[src/design/tsrac_pkg.sv]
// Purpose: shared constants and types for the temperature sensor register block
// Assumes: 250 MHz reference clock
// Notes:   pointer values double as register offsets
package tsrac_pkg;

  // pointer values
  localparam logic [7:0]  PTR_TEMP      = 8'h00;
  localparam logic [7:0]  PTR_CFG       = 8'h01;
  localparam logic [7:0]  PTR_UPPER     = 8'h02;
  localparam logic [7:0]  PTR_LOWER     = 8'h03;
  localparam logic [7:0]  PTR_STAT      = 8'h04;

  // reset and special values
  localparam logic [15:0] TEMP_RESET    = 16'h7ffc;
  localparam logic [15:0] TEMP_ONESHOT  = 16'h8000;
  localparam logic [15:0] UPPER_RESET   = 16'h7fe0;
  localparam logic [15:0] LOWER_RESET   = 16'h8000;
  localparam logic [15:0] LIMIT_MASK    = 16'hffe0;
  localparam logic [7:0]  CFG_RESET     = 8'h40;
  localparam logic [1:0]  RES_RESET     = 2'h0;

  // field positions
  localparam int          CFG_PD_BIT    = 7;
  localparam int          CFG_RSV_BIT   = 6;
  localparam int          CFG_DIS_BIT   = 5;
  localparam int          CFG_POL_BIT   = 4;
  localparam int          CFG_CLR_BIT   = 3;
  localparam int          CFG_OS_BIT    = 2;
  localparam int          STAT_RES_LSB  = 5;

  // timing
  localparam int          CLK_PERIOD_PS    = 4000;
  localparam int          CONV_TIME_11B_US = 14000;
  localparam int          CONV_CYCLES_11B  = CONV_TIME_11B_US * (1000000 / CLK_PERIOD_PS);
  localparam int          CONV_CNT_W       = 25;

  // default bus address
  localparam logic [6:0]  SLAVE_ADDR_DEF = 7'h48;

  typedef struct packed {
    logic pd;
    logic rsv6;
    logic ot_dis;
    logic ot_pol;
  } tsrac_cfg_t;

  typedef enum logic [1:0] {
    MODE_RUN      = 2'b00,
    MODE_STOPPING = 2'b01,
    MODE_SHUTDOWN = 2'b10,
    MODE_ONESHOT  = 2'b11
  } tsrac_mode_t;

  typedef enum logic [3:0] {
    BUS_IDLE  = 4'b0000,
    BUS_ADDR  = 4'b0001,
    BUS_AACK  = 4'b0010,
    BUS_PTR   = 4'b0011,
    BUS_PACK  = 4'b0100,
    BUS_WDATA = 4'b0101,
    BUS_WACK  = 4'b0110,
    BUS_RDATA = 4'b0111,
    BUS_RACK  = 4'b1000
  } tsrac_bus_t;

endpackage : tsrac_pkg

[src/design/tsrac_conv_timer.sv]
// Purpose: conversion timing, one done pulse per conversion
// Assumes: run_i low resets the count
// Notes:   resolution latched at conversion start
module tsrac_conv_timer #(
  parameter int BASE_CYCLES = tsrac_pkg::CONV_CYCLES_11B,
  parameter int CNT_W       = tsrac_pkg::CONV_CNT_W
) (
  input  wire logic       clk_i,
  input  wire logic       rst_i,
  input  wire logic       run_i,
  input  wire logic [1:0] res_i,
  output logic            done_o,
  output logic [1:0]      res_used_o
);
  import tsrac_pkg::*;

  logic [CNT_W-1:0] cnt;
  logic [CNT_W-1:0] limit;
  logic             active;

  // terminal count doubles per resolution step
  always_ff @(posedge clk_i) begin
    if (rst_i || !run_i) begin
      cnt        <= '0;
      limit      <= '0;
      active     <= 1'b0;
      done_o     <= 1'b0;
      res_used_o <= RES_RESET;
    end else if (!active) begin
      active     <= 1'b1;
      cnt        <= CNT_W'(1);
      limit      <= CNT_W'(BASE_CYCLES) << res_i;
      res_used_o <= res_i;
      done_o     <= 1'b0;
    end else if (cnt == limit) begin
      active     <= 1'b0;
      cnt        <= '0;
      done_o     <= 1'b1;
    end else begin
      cnt        <= cnt + CNT_W'(1);
      done_o     <= 1'b0;
    end
  end

  property p_done_at_limit;
    @(posedge clk_i) disable iff (rst_i)
    done_o |-> ($past(cnt) == $past(limit)) && $past(active) && !active;
  endproperty
  a_done_at_limit: assert property (p_done_at_limit)
    else $error("done without reaching terminal count");

endmodule : tsrac_conv_timer

[src/design/tsrac_top.sv]
// Purpose: sensor registers, two-wire slave, over-temperature output
// Assumes: TEMP_SAMPLE_I is a same-clock converter word
// Notes:   bus pins pass two flops before use
//
// How it works
// - result register at 00h, read only
// - result resets to 7FFCh
// - single-shot state reads 8000h until done
// - bits 15:2 hold latest conversion
// - data valid flag set at first conversion
// - resolution select sets result width
// - result bits 1:0 read zero
// - configuration at 01h, resets to 40h
// - power-off bit stops after conversion ends
// - clearing power-off resumes continuous conversion
// - disable bit turns alert output off
// - disable bit also governs pin status bit
// - polarity bit picks active level
// - clear bit deasserts alert, reads zero
// - trigger in shutdown runs one conversion
// - trigger ignored when running, reads zero
// - upper limit at 02h, read/write
// - upper limit resets to 7FE0h
// - above limit asserts alert and flag
// - upper limit bits 4:0 read zero
// - comparisons use top eleven bits only
// - below lower limit clears alert
// - cleared alert returns if still above
// - resolution codes 00 to 11 map 11-14 bits
module tsrac_top #(
  parameter logic [6:0] SLAVE_ADDR  = tsrac_pkg::SLAVE_ADDR_DEF,
  parameter int         CONV_CYCLES = tsrac_pkg::CONV_CYCLES_11B
) (
  input  wire logic        REF_CLK_I,
  input  wire logic        RST_I,
  input  wire logic        SCL_I,
  input  wire logic        SDA_I,
  output logic             SDA_O,
  output logic             SDA_OE_O,
  input  wire logic [15:0] TEMP_SAMPLE_I,
  output logic             OVERTEMP_O
);
  import tsrac_pkg::*;

  function automatic logic [15:0] res_mask(input logic [1:0] res);
    logic signed [15:0] m;
    m        = LIMIT_MASK;
    res_mask = m >>> res;
  endfunction : res_mask

  function automatic logic ptr_valid(input logic [7:0] p);
    ptr_valid = (p <= PTR_STAT);
  endfunction : ptr_valid

  logic             scl_meta, scl_sync, scl_prev;
  logic             sda_meta, sda_sync, sda_prev;
  logic             scl_rise, scl_fall, start_cond, stop_cond;
  tsrac_bus_t       bus_state;
  logic [3:0]       bit_cnt;
  logic [7:0]       shift;
  logic             rw;
  logic [7:0]       ptr;
  logic [1:0]       byte_idx;
  logic             mnack;
  logic [7:0]       lsb_hold;
  logic             wr_stb;
  logic [7:0]       wr_byte;
  logic [1:0]       wr_idx;
  logic             stat_read;
  logic [15:0]      rd_word;
  logic             rd_is8;
  logic [7:0]       wr_msb;
  tsrac_cfg_t       cfg;
  logic [1:0]       res;
  logic [15:0]      upper;
  logic [15:0]      lower;
  logic [15:0]      temp_result;
  tsrac_mode_t      mode;
  logic             cfg_wr, ot_clear, os_req, enter_os;
  logic             conv_done;
  logic [1:0]       conv_res;
  logic [15:0]      sample_m;
  logic             above_now, below_now;
  logic             stat_dv, above_flag, below_flag, last_above, last_below;
  logic             ot_active;

  // pin synchronisers
  always_ff @(posedge REF_CLK_I) begin
    if (RST_I) begin
      scl_meta <= 1'b1;
      scl_sync <= 1'b1;
      scl_prev <= 1'b1;
      sda_meta <= 1'b1;
      sda_sync <= 1'b1;
      sda_prev <= 1'b1;
    end else begin
      scl_meta <= SCL_I;
      scl_sync <= scl_meta;
      scl_prev <= scl_sync;
      sda_meta <= SDA_I;
      sda_sync <= sda_meta;
      sda_prev <= sda_sync;
    end
  end

  assign scl_rise   = scl_sync & ~scl_prev;
  assign scl_fall   = ~scl_sync & scl_prev;
  assign start_cond = scl_sync & scl_prev & sda_prev & ~sda_sync;
  assign stop_cond  = scl_sync & scl_prev & ~sda_prev & sda_sync;

  // read mux
  always_comb begin
    rd_is8 = 1'b0;
    unique case (ptr)
      PTR_CFG: begin
        rd_word = {8'h00, cfg.pd, cfg.rsv6, cfg.ot_dis, cfg.ot_pol, 4'h0};
        rd_is8  = 1'b1;
      end
      PTR_UPPER: rd_word = upper;
      PTR_LOWER: rd_word = lower;
      PTR_STAT: begin
        rd_word = {8'h00, 1'b0, res, 1'b0, OVERTEMP_O, above_flag, below_flag, stat_dv};
        rd_is8  = 1'b1;
      end
      default: rd_word = temp_result;
    endcase
  end

  // two-wire slave
  always_ff @(posedge REF_CLK_I) begin
    if (RST_I) begin
      bus_state <= BUS_IDLE;
      bit_cnt   <= 4'h0;
      shift     <= 8'h00;
      rw        <= 1'b0;
      ptr       <= PTR_TEMP;
      byte_idx  <= 2'h0;
      mnack     <= 1'b0;
      lsb_hold  <= 8'h00;
      wr_stb    <= 1'b0;
      wr_byte   <= 8'h00;
      wr_idx    <= 2'h0;
      stat_read <= 1'b0;
      SDA_OE_O  <= 1'b0;
    end else begin
      wr_stb    <= 1'b0;
      stat_read <= 1'b0;
      if (start_cond) begin
        bus_state <= BUS_ADDR;
        bit_cnt   <= 4'h0;
        SDA_OE_O  <= 1'b0;
      end else if (stop_cond) begin
        bus_state <= BUS_IDLE;
        SDA_OE_O  <= 1'b0;
      end else if (scl_rise) begin
        if (bus_state == BUS_ADDR || bus_state == BUS_PTR || bus_state == BUS_WDATA) begin
          shift   <= {shift[6:0], sda_sync};
          bit_cnt <= bit_cnt + 4'h1;
        end else if (bus_state == BUS_RDATA) begin
          bit_cnt <= bit_cnt + 4'h1;
        end else if (bus_state == BUS_RACK) begin
          mnack   <= sda_sync;
        end
      end else if (scl_fall) begin
        unique case (bus_state)
          BUS_IDLE: SDA_OE_O <= 1'b0;
          BUS_ADDR: if (bit_cnt == 4'h8) begin
            if (shift[7:1] == SLAVE_ADDR) begin
              SDA_OE_O  <= 1'b1;
              rw        <= shift[0];
              bus_state <= BUS_AACK;
            end else begin
              bus_state <= BUS_IDLE;
            end
          end
          BUS_AACK: begin
            bit_cnt  <= 4'h0;
            byte_idx <= 2'h0;
            if (rw) begin
              shift     <= rd_is8 ? rd_word[7:0] : rd_word[15:8];
              lsb_hold  <= rd_word[7:0];
              SDA_OE_O  <= rd_is8 ? ~rd_word[7] : ~rd_word[15];
              stat_read <= (ptr == PTR_STAT);
              bus_state <= BUS_RDATA;
            end else begin
              SDA_OE_O  <= 1'b0;
              bus_state <= BUS_PTR;
            end
          end
          BUS_PTR: if (bit_cnt == 4'h8) begin
            if (ptr_valid(shift)) begin
              ptr       <= shift;
              SDA_OE_O  <= 1'b1;
              bus_state <= BUS_PACK;
            end else begin
              bus_state <= BUS_IDLE;
            end
          end
          BUS_PACK: begin
            SDA_OE_O  <= 1'b0;
            bit_cnt   <= 4'h0;
            bus_state <= BUS_WDATA;
          end
          BUS_WDATA: if (bit_cnt == 4'h8) begin
            SDA_OE_O  <= 1'b1;
            wr_stb    <= 1'b1;
            wr_byte   <= shift;
            wr_idx    <= byte_idx;
            bus_state <= BUS_WACK;
          end
          BUS_WACK: begin
            SDA_OE_O  <= 1'b0;
            bit_cnt   <= 4'h0;
            byte_idx  <= (byte_idx == 2'h2) ? 2'h2 : byte_idx + 2'h1;
            bus_state <= BUS_WDATA;
          end
          BUS_RDATA: begin
            if (bit_cnt == 4'h8) begin
              SDA_OE_O  <= 1'b0;
              bus_state <= BUS_RACK;
            end else begin
              SDA_OE_O  <= ~shift[6];
              shift     <= {shift[6:0], 1'b0};
            end
          end
          BUS_RACK: begin
            bit_cnt <= 4'h0;
            if (mnack) begin
              bus_state <= BUS_IDLE;
            end else begin
              shift     <= rd_is8 ? rd_word[7:0] : lsb_hold;
              SDA_OE_O  <= rd_is8 ? ~rd_word[7] : ~lsb_hold[7];
              byte_idx  <= 2'h1;
              bus_state <= BUS_RDATA;
            end
          end
          default: begin
            SDA_OE_O  <= 1'b0;
            bus_state <= BUS_IDLE;
          end
        endcase
      end
    end
  end

  always_ff @(posedge REF_CLK_I) begin
    SDA_O <= 1'b0;
  end

  assign cfg_wr   = wr_stb && ptr == PTR_CFG && wr_idx == 2'h0;
  assign ot_clear = cfg_wr && wr_byte[CFG_CLR_BIT];
  assign os_req   = cfg_wr && wr_byte[CFG_OS_BIT] && wr_byte[CFG_PD_BIT];
  assign enter_os = os_req && mode == MODE_SHUTDOWN;

  // writable registers
  always_ff @(posedge REF_CLK_I) begin
    if (RST_I) begin
      cfg    <= tsrac_cfg_t'(CFG_RESET[7:4]);
      res    <= RES_RESET;
      upper  <= UPPER_RESET;
      lower  <= LOWER_RESET;
      wr_msb <= 8'h00;
    end else if (wr_stb) begin
      if (wr_idx == 2'h0) begin
        wr_msb <= wr_byte;
      end
      if (cfg_wr) begin
        cfg <= tsrac_cfg_t'(wr_byte[7:4]);
      end
      if (ptr == PTR_STAT && wr_idx == 2'h0) begin
        res <= wr_byte[STAT_RES_LSB +: 2];
      end
      if (ptr == PTR_UPPER && wr_idx == 2'h1) begin
        upper <= {wr_msb, wr_byte} & LIMIT_MASK;
      end
      if (ptr == PTR_LOWER && wr_idx == 2'h1) begin
        lower <= {wr_msb, wr_byte} & LIMIT_MASK;
      end
    end
  end

  // conversion mode
  always_ff @(posedge REF_CLK_I) begin
    if (RST_I) begin
      mode <= MODE_RUN;
    end else begin
      unique case (mode)
        MODE_RUN:      if (cfg.pd) mode <= MODE_STOPPING;
        MODE_STOPPING: if (!cfg.pd) mode <= MODE_RUN;
                       else if (conv_done) mode <= MODE_SHUTDOWN;
        MODE_SHUTDOWN: if (!cfg.pd) mode <= MODE_RUN;
                       else if (enter_os) mode <= MODE_ONESHOT;
        MODE_ONESHOT:  if (!cfg.pd) mode <= MODE_RUN;
                       else if (conv_done) mode <= MODE_SHUTDOWN;
      endcase
    end
  end

  tsrac_conv_timer #(
    .BASE_CYCLES (CONV_CYCLES),
    .CNT_W       (CONV_CNT_W)
  ) u_timer (
    .clk_i      (REF_CLK_I),
    .rst_i      (RST_I),
    .run_i      (mode != MODE_SHUTDOWN),
    .res_i      (res),
    .done_o     (conv_done),
    .res_used_o (conv_res)
  );

  assign sample_m  = TEMP_SAMPLE_I & res_mask(conv_res);
  assign above_now = $signed(sample_m[15:5]) > $signed(upper[15:5]);
  assign below_now = $signed(sample_m[15:5]) < $signed(lower[15:5]);

  // result register
  always_ff @(posedge REF_CLK_I) begin
    if (RST_I) begin
      temp_result <= TEMP_RESET;
    end else if (conv_done) begin
      temp_result <= sample_m;
    end else if (enter_os) begin
      temp_result <= TEMP_ONESHOT;
    end
  end

  // flags and alert
  always_ff @(posedge REF_CLK_I) begin
    if (RST_I) begin
      stat_dv    <= 1'b0;
      above_flag <= 1'b0;
      below_flag <= 1'b0;
      last_above <= 1'b0;
      last_below <= 1'b0;
      ot_active  <= 1'b0;
    end else begin
      if (conv_done) begin
        stat_dv    <= 1'b1;
        last_above <= above_now;
        last_below <= below_now;
      end
      if (conv_done && above_now) begin
        above_flag <= 1'b1;
      end else if (stat_read && !last_above) begin
        above_flag <= 1'b0;
      end
      if (conv_done && below_now) begin
        below_flag <= 1'b1;
      end else if (stat_read && !last_below) begin
        below_flag <= 1'b0;
      end
      if (conv_done && above_now) begin
        ot_active <= 1'b1;
      end else if ((conv_done && below_now) || ot_clear) begin
        ot_active <= 1'b0;
      end
    end
  end

  always_ff @(posedge REF_CLK_I) begin
    if (RST_I) begin
      OVERTEMP_O <= 1'b1;
    end else begin
      OVERTEMP_O <= (ot_active && !cfg.ot_dis) ? cfg.ot_pol : !cfg.ot_pol;
    end
  end

  property p_reset_value;
    @(posedge REF_CLK_I) disable iff (RST_I)
    (!stat_dv && mode != MODE_ONESHOT) |-> temp_result == TEMP_RESET;
  endproperty
  a_reset_value: assert property (p_reset_value)
    else $error("result left reset value before first conversion");

  property p_oneshot_value;
    @(posedge REF_CLK_I) disable iff (RST_I)
    (mode == MODE_ONESHOT && !$past(conv_done)) |-> temp_result == TEMP_ONESHOT;
  endproperty
  a_oneshot_value: assert property (p_oneshot_value)
    else $error("single-shot state does not read 8000h");

  property p_result_update;
    @(posedge REF_CLK_I) disable iff (RST_I)
    conv_done |=> temp_result == $past(sample_m) && temp_result[1:0] == 2'b00 && stat_dv;
  endproperty
  a_result_update: assert property (p_result_update)
    else $error("result not updated from conversion");

  property p_result_hold;
    @(posedge REF_CLK_I) disable iff (RST_I)
    (!conv_done && !enter_os) |=> $stable(temp_result);
  endproperty
  a_result_hold: assert property (p_result_hold)
    else $error("result changed without conversion");

  property p_above_sets;
    @(posedge REF_CLK_I) disable iff (RST_I)
    (conv_done && above_now) |=> ot_active && above_flag;
  endproperty
  a_above_sets: assert property (p_above_sets)
    else $error("alert not raised above upper limit");

  property p_clear_alert;
    @(posedge REF_CLK_I) disable iff (RST_I)
    ((ot_clear || (conv_done && below_now)) && !(conv_done && above_now)) |=> !ot_active;
  endproperty
  a_clear_alert: assert property (p_clear_alert)
    else $error("alert not cleared");

  property p_pin_level;
    @(posedge REF_CLK_I) disable iff (RST_I)
    ##1 OVERTEMP_O == (($past(ot_active) && !$past(cfg.ot_dis)) ? $past(cfg.ot_pol) : !$past(cfg.ot_pol));
  endproperty
  a_pin_level: assert property (p_pin_level)
    else $error("alert pin level wrong");

  property p_trigger_ignored;
    @(posedge REF_CLK_I) disable iff (RST_I)
    (cfg_wr && wr_byte[CFG_OS_BIT] && mode != MODE_SHUTDOWN) |=> mode != MODE_ONESHOT && ($stable(temp_result) || $past(conv_done));
  endproperty
  a_trigger_ignored: assert property (p_trigger_ignored)
    else $error("trigger acted in continuous mode");

  property p_wake;
    @(posedge REF_CLK_I) disable iff (RST_I)
    (!cfg.pd && mode != MODE_RUN) |=> mode == MODE_RUN;
  endproperty
  a_wake: assert property (p_wake)
    else $error("did not resume continuous conversion");

endmodule : tsrac_top

[config.mk]
export PLATFORM = sky130hd
export DESIGN_NAME = tsrac_top
export DESIGN_NICKNAME = d
export VERILOG_FILES = /design/src/design/tsrac_pkg.sv /design/src/design/tsrac_conv_timer.sv /design/src/design/tsrac_top.sv
export SDC_FILE = /design/constraint.sdc
export NUM_CORES = 1
export LEC_CHECK = 0
export ABC_AREA = 1
export BUFFER_PORTS_ARGS = -buffer_cell sky130_fd_sc_hd__buf_2
export CORE_MARGIN = 2
export CORE_UTILIZATION = 60
export DETAILED_ROUTE_END_ITERATION = 7
export PLACE_DENSITY = 0.84
export RECOVER_POWER = 50
export SETUP_SLACK_MARGIN = 0.3
export SYNTH_ARGS = -nofsm -noshare
export SYNTH_HDL_FRONTEND = slang
export SYNTH_HIERARCHICAL = 1
export SYNTH_SLANG_ARGS = --single-unit
[constraint.sdc]
create_clock -name REF_CLK_I -period 2.3 [get_ports REF_CLK_I]
set_input_delay 0.23 -clock REF_CLK_I [delete_from_list [all_inputs] [get_ports REF_CLK_I]]
set_output_delay 0.23 -clock REF_CLK_I [all_outputs]
set_load 0.03 [all_outputs]
# After elaboration in Yosys (flattened, before gate mapping)
# Cells that the tools add are included.
dict set report totals {
  register_bits 170
  in_bits 20
  out_inout_bits 3
}
dict set report op_classes {
  n_addsub 3
  order_cmp 3
  eq_ne 42
  shifts 2
  muxes 64
  n_bitwise 27
  n_reduce_logical 62
}
# operator count
set op_table {}
lappend op_table {{8-bit 2-to-1 mux} 8}
lappend op_table {{16-bit one-hot mux with 4 select lines} 1}
lappend op_table {{4-bit 2-to-1 mux} 9}
lappend op_table {{16-bit 2-to-1 mux} 2}
lappend op_table {{4-bit one-hot mux with 8 select lines} 1}
lappend op_table {{1-bit 2-to-1 mux} 28}
lappend op_table {{7-bit AND reduction} 4}
lappend op_table {{25-bit by 1-bit adder with 25-bit output, second input constant} 1}
lappend op_table {{25-bit == test} 1}
lappend op_table {{22-bit by 2-bit left shift with 25-bit output, first input constant} 1}
lappend op_table {{8-bit one-hot mux with 3 select lines} 1}
lappend op_table {{6-bit AND reduction} 4}
lappend op_table {{1-bit NOT} 19}
lappend op_table {{16-bit AND} 1}
lappend op_table {{4-bit by 3-bit == test with 1-bit output, second input constant} 4}
lappend op_table {{8-bit by 2-bit == test with 1-bit output, second input constant} 2}
lappend op_table {{2-bit 2-to-1 mux} 8}
lappend op_table {{4-bit by 3-bit inequality test with 1-bit output, second input constant} 4}
lappend op_table {{8-bit AND reduction} 2}
lappend op_table {{6-bit by 2-bit >>> shifter with 16-bit output, first input constant} 1}
lappend op_table {{3-bit inequality test, second input constant} 5}
lappend op_table {{1-bit logical AND} 14}
lappend op_table {{2-bit by 1-bit inequality test with 1-bit output, second input constant} 7}
lappend op_table {{2-bit one-hot mux with 3 select lines} 2}
lappend op_table {{34 further kinds} 73}

# Depth between registers and ports, before layout
dict set report logic_depth {
  ltp_word 9
  ltp_mapped 15
  ltp_nobuf 15
}

# Cells and area by module
# Netlist, hierarchy kept.
# module n_inst cells_per_inst area_each_um2 seq_area_each_um2
set by_module_without_submodules {}
lappend by_module_without_submodules {tsrac_top 1 827 5840.6 2282.2}
lappend by_module_without_submodules {tsrac_conv_timer 1 317 2154.6 800.8}

# Least setup slack after synthesis
# Ideal clock, no wire load.
dict set report synth_path {
  path_kind {register to register}
  start {reg scl_prev}
  end {reg bit_cnt[2]}
  setup_ns 0.126
  t_arrival_ns 1.599
  required_ns 2.174
  setup_slack_ns 0.575
  path_stages_with_launch 12
  synth_period_minus_slack_ns 1.725
  cell_sequence {dfxtp_1 inv_1 ha_1 buf_2 clkinv_1 a21oi_1 nor2_1 inv_1 nor2_1 inv_1 o21ai_0 nor2_1}
}
dict set report synth_between {
  elab_chain_len 5
  elab_cells_between_ends 15
  cone_classes {eq/ne: 1; mux: 1; bitwise: 9; reduce/logical: 4}
}
# item line
set synth_lines {}
lappend synth_lines {{start: declaration} tsrac_top.sv:55} ;# logic scl_meta, scl_sync, scl_prev;
lappend synth_lines {{start signal: assignment} tsrac_top.sv:99} ;# scl_prev <= scl_sync;
lappend synth_lines {{1-bit AND} {tsrac_top.sv:108, tsrac_top.sv:109}}
lappend synth_lines {{1-bit AND (2 in series)} tsrac_top.sv:109} ;# assign stop_cond = scl_sync & scl_prev & ~sda_prev & sda_sync;
lappend synth_lines {{1-bit NOT (no source line)} n/a}
lappend synth_lines {{4-bit AND reduction (no source line)} n/a}
lappend synth_lines {{end signal: assignment} tsrac_top.sv:158} ;# bit_cnt <= bit_cnt + 4'h1;
lappend synth_lines {{end signal: assignment} tsrac_top.sv:160} ;# bit_cnt <= bit_cnt + 4'h1;
lappend synth_lines {{end: declaration} tsrac_top.sv:59} ;# logic [3:0] bit_cnt;
# Parallel ways exist; a longest one is shown, timed or not.
# A chain may end at the register's enable or synchronous reset.

# Final worst setup path
dict set report layout_path {
  start {reg wr_idx[0]}
  end {reg cfg[1] (netlist name)}
}
dict set report layout_between {
  elab_chain_len 3
}
# item line
set layout_lines {}
lappend layout_lines {{start: declaration} tsrac_top.sv:68} ;# logic [1:0] wr_idx;
lappend layout_lines {{start signal: assignment} tsrac_top.sv:208} ;# wr_idx <= byte_idx;
lappend layout_lines {{2-bit zero test} tsrac_top.sv:250} ;# assign cfg_wr = wr_stb && ptr == PTR_CFG && wr_idx == 2'h0;
lappend layout_lines {{1-bit logical AND} tsrac_top.sv:250}
lappend layout_lines {{2-bit AND reduction (no source line)} n/a}
lappend layout_lines {{end signal: assignment} tsrac_top.sv:258} ;# cfg <= tsrac_cfg_t'(CFG_RESET[7:4]);
lappend layout_lines {{end signal: assignment} tsrac_top.sv:268} ;# cfg <= tsrac_cfg_t'(wr_byte[7:4]);
lappend layout_lines {{end: declaration} tsrac_top.sv:73} ;# tsrac_cfg_t cfg;
# Every way passes these cells.

==> metrics <==
clock slew at the register clock pins of the worst setup and hold paths=60 ps; Die Height=between 100 and 150 um; # DRC=0; Hold Path Class=in -> reg; CTS Root Cell=clkbuf_16; most frequent cells in the layout=nand2_1, inv_1, dfxtp_1, a21oi_1, nor2_1; Synth cell types=53; Reg2Reg Setup Slack=230 ps; Setup CP Type=reg -> reg; drt via density=5.601; crit share post-route=90.15%; clk_lat worst skew=430 ps; sequential area share after synthesis=between 30% and 40%; Setup TNS=0 ps; crit-path max FO=12; FFs w/ async S/R, synth=0%; Slew headroom=37.08%; Worst EP arrival=2360 ps; commonest non-fill, non-tap cell in the layout=nand2_1; gr usage total=28.94%; final core utilization=68.41%; initial DRC count=899; CP Capture Type=flip-flop; Syn Std Cell Area=7995 sq um; status=complete, no violations; pre-CTS setup slack=376.8 ps; setup ws final=about 230 ps; Die ar.=between 10000 and 15000 sq um; synth warn=6; syn_nets=1199; fin nets=1229; Rows=42; Starting Density=60.86%; Peak VDD IR=0.5424 mV; Post-Route WL=slightly above 20000 um; Filler cells=around 1100; PD cells=approximately 660 nW/um^2; post-synthesis cell count=between 1000 and 1500; initial antenna violation count=0; Fmax=482.3 MHz; largest net degree at the start of global routing=36; WL/cell=15.10 um; CTS Buf Count=17; DR vias=7629; hpwl dp=14530 um; routability congestion estimate from global placement=0.9601; post-synthesis to final-layout area growth=12.41%; Lkg Pwr=3.980 nW; remaining antenna violation count after routing=0; global route total overflow=0; Critical Path RT=2590 ps; RSZ-0062 raised after global routing=yes; CTS Sinks=154; Ports=23; flops & latches, synth=154; maxcap violations=0; share of cells above drive strength 1=11.30%; Hold Fails Final Rpt=0; Post-synth EDFFs=0; TritonRoute pass-1 iters=6; multi-input logic area=4133 sq um; clock period minus final worst setup slack=2074 ps; skew final=5.395 ps; setup violators final=0; vias in the first global route=about 7000; Port-buffer cells=19; CP startpoint kind=flip-flop; die width=119.4 um; core area=13140 sq um; ANT cells=0; syn_area_per_cell=6.989 sq um; CTS tree=done; Max Transition Viols Final=0; worst-margin pin slew=943.8 ps; Main synth FF type=dfxtp_1; first-pass GRT wire length=32950 um; Max clock buf depth=2; FF+latch area=3084 sq um; H-Tree Level Count=4
worst paths after layout:
path	startpoint	endpoint	cells after the start
worst max-delay path	wr_idx[0]$_SDFFE_PP0P_	cfg[1]$_SDFFE_PP0P_	5
worst min-delay path	TEMP_SAMPLE_I[3]	temp_result[3]$_SDFFE_PP1P_	3
worst max register to register	wr_idx[0]$_SDFFE_PP0P_	cfg[1]$_SDFFE_PP0P_	5
worst min register to register	sda_meta$_SDFF_PP1_	sda_sync$_SDFF_PP1_	1
through the flow:
stage	power (mW)	hold slack (ps)	std cells	instance area [sq um]
6_report	5.962	57.38	1362	8987
5_1_grt	6.116	64.97	1362	8987
4_1_cts	5.982	41.13	1357	8915
3_5_place_dp	3.044	392.3	1324	8274
3_3_place_gp	3.033	393.7	1324	8274
2_1_floorplan	2.969	333.8	1144	7995
report_power, final:
part	switching [mW]	internal [mW]	total [mW]	leakage (nW)
Sequential	0.0268	2.70	2.72	1.25
Clock	1.07	1.89	2.97	0.304
Combinational	0.180	0.0938	0.274	2.43
Total	1.28	4.68	5.96	3.98
cell families (layout without fill, tap and decap cells):
kind of cell / Yosys count / after routing / synth area share [%]
xor+xnor: 14 / 14 / 1.534
other cells: 1 / 1 / 0.04690
fa+ha+maj: 35 / 35 / 5.477
buf+inv: 206 / 248 / 10.38
flops: 154 / 154 / 38.56
simple gates: 509 / 509 / 27.89
compound gates: 225 / 225 / 16.12
area by class of cell:
type | instances | area share (%)
inverter | 171 | 7.253
multi-input combinational | 784 | 45.98
sequential | 154 | 34.32
tap | 176 | 2.450
timing repair buffer | 45 | 3.007
clock inverter | 7 | 1.545
timing repair inverter | 1 | 0.08353
clock buffer | 24 | 5.360
registers in the layout, summed over array words and instances, names as in the netlist, 2 cells and up:
| name | flops |
|---|---|
| bit_cnt | 4 |
| bus_state | 4 |
| byte_idx | 2 |
| cfg | 4 |
| lower | 11 |
| lsb_hold | 8 |
| mode | 2 |
| ptr | 8 |
| res | 2 |
| shift | 8 |
| temp_result | 14 |
| u_timer/cnt | 25 |
| u_timer/limit | 12 |
| upper | 11 |
| wr_byte | 8 |
| wr_idx | 2 |
| wr_msb | 8 |
metal layers:
layer / share of wire [%] / vias to the layer above / track usage [%] / wire [um]
met5: 0 / - / 0 / 0
met4: 2.8 / 0 / 12.57 / 584
met3: 8.3 / 62 / 6.370 / 1697
met2: 45 / 365 / 44.68 / 9298
met1: 44 / 3446 / 39.01 / 8982
li1: - / 3756 / - / -
what timing repair did:
action	CTS	global route
buffers inserted	0	4
setup endpoints to repair	0	46
hold buffers	2	0
endpoints found under the hold margin	2	0
resized for setup	0	27
Yosys cell counts, types with 2 or more instances:
cell       count  area [sq um]
a211oi_1       6         45.04
a21oi_1      101         505.5
a21oi_2       10         87.58
a22oi_1        4         30.03
a31oi_1        2         12.51
buf_2          7         35.03
buf_4          4         30.03
buf_6          2         22.52
clkbuf_1      20         75.07
dfxtp_1      154          3083
ha_1          35         437.9
inv_1        156         585.6
inv_2         13         48.80
nand2_1      269          1010
nand2_2        8         50.05
nand2_4        3         33.78
nand3_1       55         275.3
nand3_2        3         30.03
nand3b_1       3         22.52
nand4_1       19         118.9
nor2_1       106         397.9
nor2_2        11         68.82
nor2_4         3         33.78
nor3_1        13         65.06
nor3_2         2         20.02
nor3b_1        4         30.03
nor4_1         3         18.77
o2111ai_1      3         26.28
o211ai_1      17         127.6
o21ai_0       67         335.3
o21bai_1       2         15.01
o22ai_1        2         12.51
o31ai_1        2         15.01
or2_2          4         25.02
xnor2_1        3         26.28
xor2_1        11         96.34
critical path, stage by stage (launching register included):
cell	delay, ps
dfxtp_1	310
nor3_1	480
clkbuf_1	380
inv_1	270
nor2_1	350
a221oi_1	150
Note: power is estimated with default switching activity, not from simulation.
